<file path="src/pkg/cabi_regs.svh">
`ifndef CABI_REGS_SVH
`define CABI_REGS_SVH

`define CABI_ADDR_W 23
`define CABI_DATA_W 16
`define CABI_LVL_W 3
`define CABI_FC_W 3
`define CABI_FC_IACK 3'h7
`define CABI_IACK_UPPER 20'hf_ffff
`define CABI_LANE_HI_LSB 8
`define CABI_LANE_LO_LSB 0

`endif

</file>
<file path="src/pkg/cabi_pkg.sv">
package cabi_pkg;

    typedef enum logic [3:0] {
        CABI_IDLE = 4'b0001,
        CABI_WAIT = 4'b0010,
        CABI_END = 4'b0100,
        CABI_OFF = 4'b1000
    } cabi_state_t;

    // One request from the processor core
    typedef struct packed {
        logic [22:0] word_addr;
        logic [15:0] wdata;
        logic [2:0] cycle_type;
        logic [2:0] irq_level;
        logic read;
        logic byte_access;
        logic internal_byte_select_bit;
    } cabi_req_t;

    // Strobe and direction outputs
    typedef struct packed {
        logic addr_valid_strobe_n;
        logic upper_byte_strobe_n;
        logic lower_byte_strobe_n;
        logic read_not_write;
    } cabi_strb_t;

endpackage

</file>
<file path="src/design/cabi_bus.sv">
`timescale 1ns/100ps
`default_nettype none
`include "cabi_regs.svh"

// How it works
// - Drive 23-bit word address for all cycles except interrupt acknowledge.
// - Interrupt acknowledge puts level on low three lines, upper lines high.
// - Sixteen-bit bidirectional data path carries words or single bytes.
// - Address valid strobe asserted only while a valid address is driven.
// - Direction high for read, low for write.
// - Upper strobe marks bits 8-15, lower marks bits 0-7.
// - Byte write copies the byte onto the unused lane too.
// - Read ends when acknowledge is seen, data latched then.
// - Write ends when acknowledge is seen.
// - Grant output says bus released at end of current cycle.
// - While mastership taken is asserted the bus belongs to another master.
// - Byte access: select bit zero uses upper strobe, one uses lower.
// - Cycle type all ones marks interrupt acknowledge, valid with strobe.

module cabi_bus (
    // Clock and reset
    input wire logic clk,
    input wire logic nrst,
    input wire logic clk_en,
    // Core request side
    input wire logic req_valid,
    input wire cabi_pkg::cabi_req_t req,
    output logic req_ready,
    output logic done,
    output logic [15:0] rdata,
    // Address and cycle type pins
    output logic [22:0] addr_out,
    output logic addr_oe,
    output logic [2:0] cycle_type_code,
    // Data pins
    input wire logic [15:0] data_in,
    output logic [15:0] data_out,
    output logic data_oe,
    // Strobes and direction
    output cabi_pkg::cabi_strb_t strb,
    output logic strb_oe,
    input wire logic transfer_ack_n,
    // Arbitration
    input wire logic mastership_request_n,
    output logic mastership_grant_n,
    input wire logic mastership_taken_n
);
    cabi_pkg::cabi_state_t state_r, state_nxt;
    cabi_pkg::cabi_req_t cur_r;
    logic grant_r;

    wire upper_sel;
    wire lower_sel;
    wire [15:0] wdata_bus;

    cabi_lane cabi_lane_inst (
        .req(cur_r),
        .upper_sel(upper_sel),
        .lower_sel(lower_sel),
        .wdata_bus(wdata_bus)
    );

    wire ack = !transfer_ack_n;
    wire other_owns = !mastership_taken_n;
    wire bus_req = !mastership_request_n;
    wire in_idle = (state_r == cabi_pkg::CABI_IDLE);
    // A pending request blocks a new cycle once grant is out
    // no cycle when taken
    wire can_start = in_idle && req_valid && !grant_r && !other_owns;
    wire is_iack = (req.cycle_type == `CABI_FC_IACK);
    wire [22:0] start_addr = is_iack ? {`CABI_IACK_UPPER, req.irq_level} : req.word_addr;

    always_comb begin
        state_nxt = state_r;
        case (state_r)
            cabi_pkg::CABI_IDLE: begin
                if (other_owns) begin
                    state_nxt = cabi_pkg::CABI_OFF;
                end else if (can_start) begin
                    state_nxt = cabi_pkg::CABI_WAIT;
                end
            end
            cabi_pkg::CABI_WAIT: begin
                if (ack) begin
                    state_nxt = cabi_pkg::CABI_END;
                end
            end
            // Strobes negated; wait ack release so slave sees the end
            cabi_pkg::CABI_END: begin
                if (!ack) begin
                    state_nxt = other_owns ? cabi_pkg::CABI_OFF : cabi_pkg::CABI_IDLE;
                end
            end
            cabi_pkg::CABI_OFF: begin
                if (!other_owns) begin
                    state_nxt = cabi_pkg::CABI_IDLE;
                end
            end
            default: begin
                state_nxt = cabi_pkg::CABI_IDLE;
            end
        endcase
    end

    wire to_wait = (state_nxt == cabi_pkg::CABI_WAIT);
    wire ending = (state_r == cabi_pkg::CABI_WAIT) && ack;

    always_ff @(posedge clk or negedge nrst) begin
        if (!nrst) begin
            state_r <= cabi_pkg::CABI_IDLE;
        end else if (clk_en) begin
            state_r <= state_nxt;
        end
    end

    always_ff @(posedge clk or negedge nrst) begin
        if (!nrst) begin
            cur_r <= '0;
            addr_out <= 23'h00_0000;
            cycle_type_code <= 3'h0;
        end else if (clk_en && can_start) begin
            cur_r <= req;
            addr_out <= start_addr;
            cycle_type_code <= req.cycle_type;
        end
    end

    always_ff @(posedge clk or negedge nrst) begin
        if (!nrst) begin
            grant_r <= 1'b0;
            mastership_grant_n <= 1'b1;
        end else if (clk_en) begin
            grant_r <= bus_req && !other_owns;
            mastership_grant_n <= !(bus_req && !other_owns);
        end
    end

    always_ff @(posedge clk or negedge nrst) begin
        if (!nrst) begin
            strb <= 4'b1111;
            strb_oe <= 1'b0;
            addr_oe <= 1'b0;
        end else if (clk_en) begin
            strb.addr_valid_strobe_n <= !to_wait;
            strb.upper_byte_strobe_n <= !(to_wait && (can_start ? (!req.byte_access
                || !req.internal_byte_select_bit) : upper_sel));
            strb.lower_byte_strobe_n <= !(to_wait && (can_start ? (!req.byte_access
                || req.internal_byte_select_bit) : lower_sel));
            strb.read_not_write <= can_start ? req.read : (to_wait ? cur_r.read : 1'b1);
            strb_oe <= (state_nxt != cabi_pkg::CABI_OFF);
            addr_oe <= to_wait;
        end
    end

    always_ff @(posedge clk or negedge nrst) begin
        if (!nrst) begin
            data_out <= 16'h0000;
            data_oe <= 1'b0;
        end else if (clk_en) begin
            data_out <= can_start ? (req.byte_access ? {req.wdata[7:0], req.wdata[7:0]}
                : req.wdata) : wdata_bus;
            data_oe <= to_wait && (can_start ? !req.read : !cur_r.read);
        end
    end

    always_ff @(posedge clk or negedge nrst) begin
        if (!nrst) begin
            rdata <= 16'h0000;
            done <= 1'b0;
            req_ready <= 1'b0;
        end else if (clk_en) begin
            done <= ending;
            req_ready <= can_start;
            if (ending && cur_r.read) begin
                rdata <= (cur_r.cycle_type == `CABI_FC_IACK) ? {8'h00, data_in[7:0]} : data_in;
            end
        end
    end
endmodule

`default_nettype wire

</file>
<file path="src/design/cabi_lane.sv">
`timescale 1ns/100ps
`default_nettype none
`include "cabi_regs.svh"

// Byte lane steering: strobes and write data placement
module cabi_lane (
    // Request
    input wire cabi_pkg::cabi_req_t req,
    // Steering
    output logic upper_sel,
    output logic lower_sel,
    output logic [15:0] wdata_bus
);
    wire [7:0] wbyte = req.wdata[7:0];

    assign upper_sel = !req.byte_access || !req.internal_byte_select_bit;
    assign lower_sel = !req.byte_access || req.internal_byte_select_bit;

    assign wdata_bus = req.byte_access ? {wbyte, wbyte} : req.wdata;
endmodule

`default_nettype wire

</file>
<file path="config.mk">
export PLATFORM = sky130hd
export DESIGN_NAME = cabi_bus
export DESIGN_NICKNAME = d
export VERILOG_FILES = /design/src/pkg/cabi_pkg.sv /design/src/design/cabi_bus.sv /design/src/design/cabi_lane.sv
export VERILOG_INCLUDE_DIRS = /design/src /design/src/pkg
export SDC_FILE = /design/constraint.sdc
export NUM_CORES = 1
export LEC_CHECK = 0
export BUFFER_PORTS_ARGS = -buffer_cell sky130_fd_sc_hd__buf_2
export CAP_MARGIN = 25
export CORE_MARGIN = 4
export CORE_UTILIZATION = 50
export CTS_CLUSTER_DIAMETER = 80
export DETAILED_ROUTE_END_ITERATION = 12
export PLACE_DENSITY = 0.8
export SLEW_MARGIN = 0
export SYNTH_ARGS = -nofsm -noshare
export SYNTH_HDL_FRONTEND = slang
export SYNTH_SLANG_ARGS = --single-unit
</file>
<file path="constraint.sdc">
create_clock -name clk -period 1.9 [get_ports clk]
set_clock_uncertainty 0.1 [all_clocks]
set_input_delay 0.095 -clock clk [delete_from_list [all_inputs] [get_ports clk]]
set_output_delay 0.095 -clock clk [all_outputs]
set_load 0.05 [all_outputs]
</file>
==> flow_metrics.tcl, run 1 <==
set metrics [dict create \
    dieArea_mm2 0.00971 \
    io_buffers 138 \
    yosysMostFrequentCell "dfrtp_1" \
    via_count 3582 \
    dpl-instance-area_mm2 0.00492 \
    clk_pin_slew_ns 0.09 \
    timing_worst_slew_pin_value_ns 0.582 \
    initial_core_util 0.522 \
    grt.total_usage 0.235 \
    post-cts-setup-buffers 0 \
    run_status "completed" \
    final_hold_viol_count 0 \
    slew_headroom 0.612 \
    worstSkewPairLatency_ns 0.34 \
    drt.antenna.violating_nets 0 \
    first_iter_violations 126 \
    gr-usage-met3 0.0425 \
    vias_per_cell 5.34 \
    cts_tree "yes" \
    first_global_vias 3746 \
    ys_top_cells_by_area "dfrtp_1, mux2_2, mux2i_1, o21ai_0, nand2_1" \
    end_kind "flop" \
    gp_congestion 0.837 \
    hold_class "input pin to flop" \
    hold_path_depth 3 \
    wl_um 11000 \
    use_met2 0.401 \
    r2r_start "state_r[3]" \
    layout_setup_ws_ns 0.0643 \
    min-delay-start "req[26]" \
    clock-root-buffer "clkbuf_8" \
    syn_area_per_cell_um2 11.4 \
    first_pass_iters 6 \
    min_to "addr_out[1]" \
    grt_antenna_before_repair 1 \
    clock_path_buffers 2 \
    hold_ws_ns 0.0509 \
    worst-setup-path-type "input pin to flop" \
    num_rows 32 \
    met1_usage 0.276 \
    layout-drive-gt1-share 0.379 \
    chipWidth_um 98.5 \
    start_kind "input pin" \
    worstPathRequired_ns 2.03 \
    finalSetupViolCount 0 \
    ys_types 39 \
    yosys_warnings 0 \
    cts.sinks 92 \
    finalCriticalPeriod_ns 1.84 \
    reg2reg_depth 6 \
    syn_nets 432 \
    max_freq_mhz 545 \
    synthTopCellsByCount "dfrtp_1, nand2_1, mux2i_1, o21ai_0, nor2_1" \
    yosysSeqAreaShare 0.564 \
    final_area_mm2 0.00584 \
    fin_crit_sh 0.966 \
    reg2reg_to "data_out[9]" \
    num_io_pins 139 \
    syn_to_final_growth_pct 42.4 \
    synth_top_cell_by_area "dfrtp_1" \
    cts_made_buffers 9 \
    async_flop_share 1.00 \
    wl_per_cell_um 16.5 \
    grt_start_max_net_pins 70 \
    grt_pass1_wl_um 18400 \
    worstPathMaxFanout 23 \
    core_mm2 0.00785 \
    final-instance-count-excl-fill 671 \
    synth_top_area_frac 0.525 \
    cap_violations 0 \
    synth_seq_cells 92 \
    power_density_mw_per_mm2 1530 \
    cp.arrival_ns 1.96 \
    overflow 0 \
    place_hpwl_um 6860 \
    syn-cell-area_mm2 0.00410 \
    maxSlewViolCount 0 \
    synthFlopType "dfrtp_1" \
    htree_levels 3 \
    synth_edf_count 0 \
    vdd_drop_max_mv 1.16 \
    dieHeight_um 98.5 \
    nets 634 \
    p_leak_uw 0.00300 \
    route.detailed.drc 0 \
    dp.cells 587 \
    place_ws_ns 0.0943 \
    rrSetupSlack_ns 0.07 \
    syn-instance-count 361 \
    fin_util 0.744 \
    grt-busiest-layer "met2" \
]
==> cells in the final DEF, fill, tap and decap left out, types with 3 or more instances in the layout <==
cell	instances
nand3_1	3
dfrtp_1	86
dfstp_2	6
buf_12	4
inv_1	5
o21ai_0	37
nor2_1	36
dlygate4sd3_1	67
mux2i_1	37
nor2b_1	4
a21oi_1	9
mux2_4	4
clkbuf_8	9
buf_4	10
buf_2	137
nand2_1	43
mux2_2	34
==> worst max path at each step <==
stage	slack, ns	endpoint	cells after the start	startpoint
2_1_floorplan	0.24	rdata[4]	4	state_r[3]
3_3_place_gp	0.18	data_out[9]	6	state_r[3]
3_5_place_dp	0.09	data_out[9]	6	state_r[3]
4_1_cts	0.07	addr_out[2]	7	req[8]
5_1_grt	-0.01	strb[2]	6	state_r[3]
6_report	0.06	addr_out[2]	7	req[7]
==> final cells by class <==
type | count | area, um^2
antenna | 2 | 5.00
clock buffer | 9 | 124
clock inverter | 6 | 90.1
fill | 531 | 2010
inverter | 5 | 18.8
multi-input combinational | 237 | 1650
sequential | 92 | 2310
tap | 102 | 128
timing repair buffer | 218 | 1510
==> worst max-delay path: stages <==
cell and delay (ns):
dlygate4sd3_1 0.53, buf_2 0.11, and3_1 0.20, buf_12 0.18
mux2i_1 0.18, dlygate4sd3_1 0.58, o21ai_0 0.08
==> cell families after synthesis <==
logic type             count (synthesis)  share of synthesized area
DFF                                   92                      0.564
muxes                                 75                      0.198
AOI/OAI and AO/OA                     60                     0.0827
and+or+nand+nor                      102                      0.118
buffers and inverters                 32                     0.0369
==> where the power goes <==
| part | leakage [uW] | internal, uW | switching [uW] |
|---|---|---|---|
| Combinational | 0.00175 | 1300 | 2960 |
| Clock | 0.000105 | 736 | 667 |
| Sequential | 0.00115 | 2740 | 524 |
==> flip-flops by register name, summed over array words and instances, names as in the netlist, 4 cells and up <==
signal	flops
rdata	16
data_out	16
addr_out	23
state_r	4
strb	4
cur_r	22
==> metal layers <==
metal	part of all wire	vias to the layer above
li1	-	1648
met1	0.37	1711
met2	0.52	168
met3	0.056	55
met4	0.056	0
met5	0	-
==> stage by stage <==
step                      total power (uW)  setup TNS (ns)
after floorplan                       6330               0
after global placement                7240               0
after detailed placement              7380               0
after CTS                             8890               0
after global routing                  9410         -0.0135
final                                 8930               0
==> repair_timing <==
item | 4_1_cts | 5_1_grt
resized for setup | 0 | 5
hold buffers | 67 | 0
hold endpoints to repair | 159 | 0
endpoints found under the setup margin | 0 | 5
Power figures use the tool's default switching activity.
==> inputs of run 2 (changes only) <==
- ABC_AREA: not set -> 1
- CORE_UTILIZATION: 50 -> 45
- PLACE_DENSITY: 0.8 -> 0.76
- clock period: 1.9 -> 1.5 ns (I/O delays scaled with it)
==> flow_metrics.tcl, run 2 <==
set metrics [dict create \
    run_status "finished, violations left" \
    violations "setup timing" \
    reg.largest.list "addr_out x23, cur_r x22" \
    final_area_mm2 0.00614 \
    grt.total_usage 0.218 \
    min-delay-start "clk_en" \
    synth_top_area_frac 0.525 \
    slew_headroom 0.482 \
    worstPathRequired_ns 1.64 \
    n_fill_cell 650 \
    synth_xor_area_frac 0 \
    finalSetupViolCount 74 \
    cp_top_family "simple AND/OR/NAND/NOR gates" \
    ys_types 27 \
    yosysSeqAreaShare 0.563 \
    num_rows 34 \
    drt.antenna.violating_nets 0 \
    syn_nets 556 \
    syn-cell-area_mm2 0.00410 \
    num_io_pins 139 \
    crit_buf_inv 2 \
    layout_commonest_cell "nand2_1" \
    chipWidth_um 103 \
    wl_per_cell_um 14.8 \
    fin_util 0.698 \
    cts_tree "yes" \
    cts.sinks 92 \
    wl_um 12100 \
    synthMuxAreaShare 0 \
    syn_area_per_cell_um2 8.45 \
    cpMostUsedCell "nor2_1" \
    cts_made_buffers 9 \
    final_cell_mix "nand2_1, buf_2, dfrtp_1" \
    gp_congestion 0.846 \
    reg2reg_depth 8 \
    clk_pin_slew_ns 0.08 \
    synthFlopType "dfrtp_1" \
    synthSimpleGateAreaFrac 0.244 \
    route.detailed.drc 0 \
    first_pass_iters 5 \
    largest_reg_flops 23 \
    core_mm2 0.00881 \
    cap_violations 0 \
    clock_path_buffers 2 \
    grt_start_max_net_pins 43 \
    io_buffers 138 \
    start_kind "flop" \
    vias_per_cell 5.03 \
    syn-instance-count 485 \
    synth_edf_count 0 \
    layout_setup_ws_ns -0.102 \
    rsz0062_at_grt "yes" \
    dp.cells 728 \
    min_to "done" \
    max_stage_delay_ns 0.56 \
    htree_levels 3 \
    cp.arrival_ns 1.75 \
    initial_core_util 0.465 \
    slowest_stage "dfstp_2" \
    synth_compound_area_frac 0.122 \
    end_kind "flop" \
    grt_pass1_wl_um 18400 \
    r2r_start "state_r[0]" \
    grt_antenna_before_repair 0 \
    synthTopCellsByCount "nand2_1, dfrtp_1, o21ai_0" \
    ys_top_cells_by_area "dfrtp_1, nand2_1, o21ai_0, dfstp_2, nand3_1" \
    syn_to_final_growth_pct 49.9 \
    async_flop_share 1.00 \
    yosysMostFrequentCell "nand2_1" \
    worstPathMaxFanout 20 \
    layout-drive-gt1-share 0.354 \
    final_hold_viol_count 0 \
    via_count 4122 \
    maxSlewViolCount 0 \
    p_leak_uw 0.00327 \
    finalCriticalPeriod_ns 1.60 \
    dieArea_mm2 0.0107 \
    fin_crit_sh 1.07 \
    worst-setup-path-type "flop to flop" \
    yosys_warnings 0 \
    clock-root-buffer "clkbuf_8" \
    rrSetupSlack_ns -0.10 \
    vdd_drop_max_mv 1.20 \
    synth_top_cell_by_area "dfrtp_1" \
    largest-register "addr_out" \
    hold_class "input pin to flop" \
    power_density_mw_per_mm2 1840 \
    synth_seq_cells 92 \
    synth_fa_ha_area_frac 0 \
    synth_top_family_by_area "simple AND/OR/NAND/NOR gates" \
    worstSkewPairLatency_ns 0.35 \
    hold_path_depth 4 \
    timing_worst_slew_pin_value_ns 0.777 \
    place_hpwl_um 7380 \
    first_iter_violations 150 \
    overflow 0 \
    dieHeight_um 103 \
    max_freq_mhz 624 \
    reg2reg_to "data_out[11]" \
    dpl-instance-area_mm2 0.00502 \
    first_global_vias 4047 \
    final-instance-count-excl-fill 819 \
    nets 776 \
    crit_chain "nand2_2 > nor2_4 > nand2_4 > nor2_8 > inv_6 > buf_12 > nor2_1 > nor2_1" \
]
==> run 2: cell types whose count changed after synthesis, sizes merged, moves of 4 or more <==
cell / delta
o21ai: +42
nand3: +21
buf: +5
mux2: -38
o211ai: +7
a21oi: -7
clkbuf: -4
mux2i: -37
nor2b: -4
inv: +27
nand2: +130
==> run 2: repair_timing <==
item / 4_1_cts / 5_1_grt
endpoints found under the setup margin: 54 / 83
gates cloned: 0 / 4
buffers inserted: 0 / 5
hold endpoints to repair: 171 / 0
pin swaps: 1 / 14
hold buffers: 65 / 0
resized for setup: 7 / 64
==> run 2: routing by layer <==
metal	global-route usage	up-vias	share of wire
met1	0.277	1938	0.43
met5	0	-	0
met4	0.0876	0	0.015
met3	0.0590	21	0.082
li1	-	1994	-
met2	0.355	169	0.48
==> run 2: cell families after synthesis <==
logic type | after synthesis
flops | 92
simple gates | 242
buf+inv | 60
compound gates | 91
==> run 2: metrics by stage <==
stage                     hold WS (ns)  setup slack [ns]  total power [uW]  setup TNS, ns
after detailed placement       -0.0576           -0.0718              9060          -1.19
after CTS                      0.00212           -0.0345             11000         -0.673
after global placement         -0.0666           -0.0179              8950        -0.0521
after global routing            0.0588            -0.184             11900          -9.42
after floorplan                 -0.321           -0.0907              7720          -2.45
final                           0.0162            -0.102             11300          -3.82
==> run 2: worst min-delay path, stage by stage <==
cell and delay (ns):
buf_2 0.09, inv_2 0.10, nand2_1 0.07, o21ai_0 0.07
==> run 2: where the power goes <==
group / internal (uW) / leakage (uW) / switching, uW / total, uW
registers: 3430 / 0.00114 / 657 / 4090
logic: 1510 / 0.00202 / 3910 / 5410
clock network: 941 / 0.000102 / 832 / 1770
total: 5880 / 0.00327 / 5400 / 11300
==> run 2: worst max-delay path by stage <==
stage                    start      endpoint  slack (ns)  depth (start not counted)
floorplan           state_r[0]  addr_out[22]       -0.09                          9
global placement    state_r[0]   addr_out[2]       -0.02                          8
detailed placement  state_r[0]   addr_out[0]       -0.07                          7
CTS                 state_r[0]   data_out[5]       -0.03                          7
global route        state_r[0]   data_out[8]       -0.18                          8
finish              state_r[0]  data_out[11]       -0.10                          8
==> run 2: final cells by class <==
class | count | area [um^2] | area share
multi-input combinational | 336 | 1680 | 0.273
clock buffer | 13 | 139 | 0.0226
tap | 108 | 135 | 0.0220
sequential | 92 | 2310 | 0.376
inverter | 32 | 125 | 0.0204
antenna | 1 | 2.50 | 0.000407
timing repair buffer | 234 | 1690 | 0.275
clock inverter | 3 | 65.1 | 0.0106
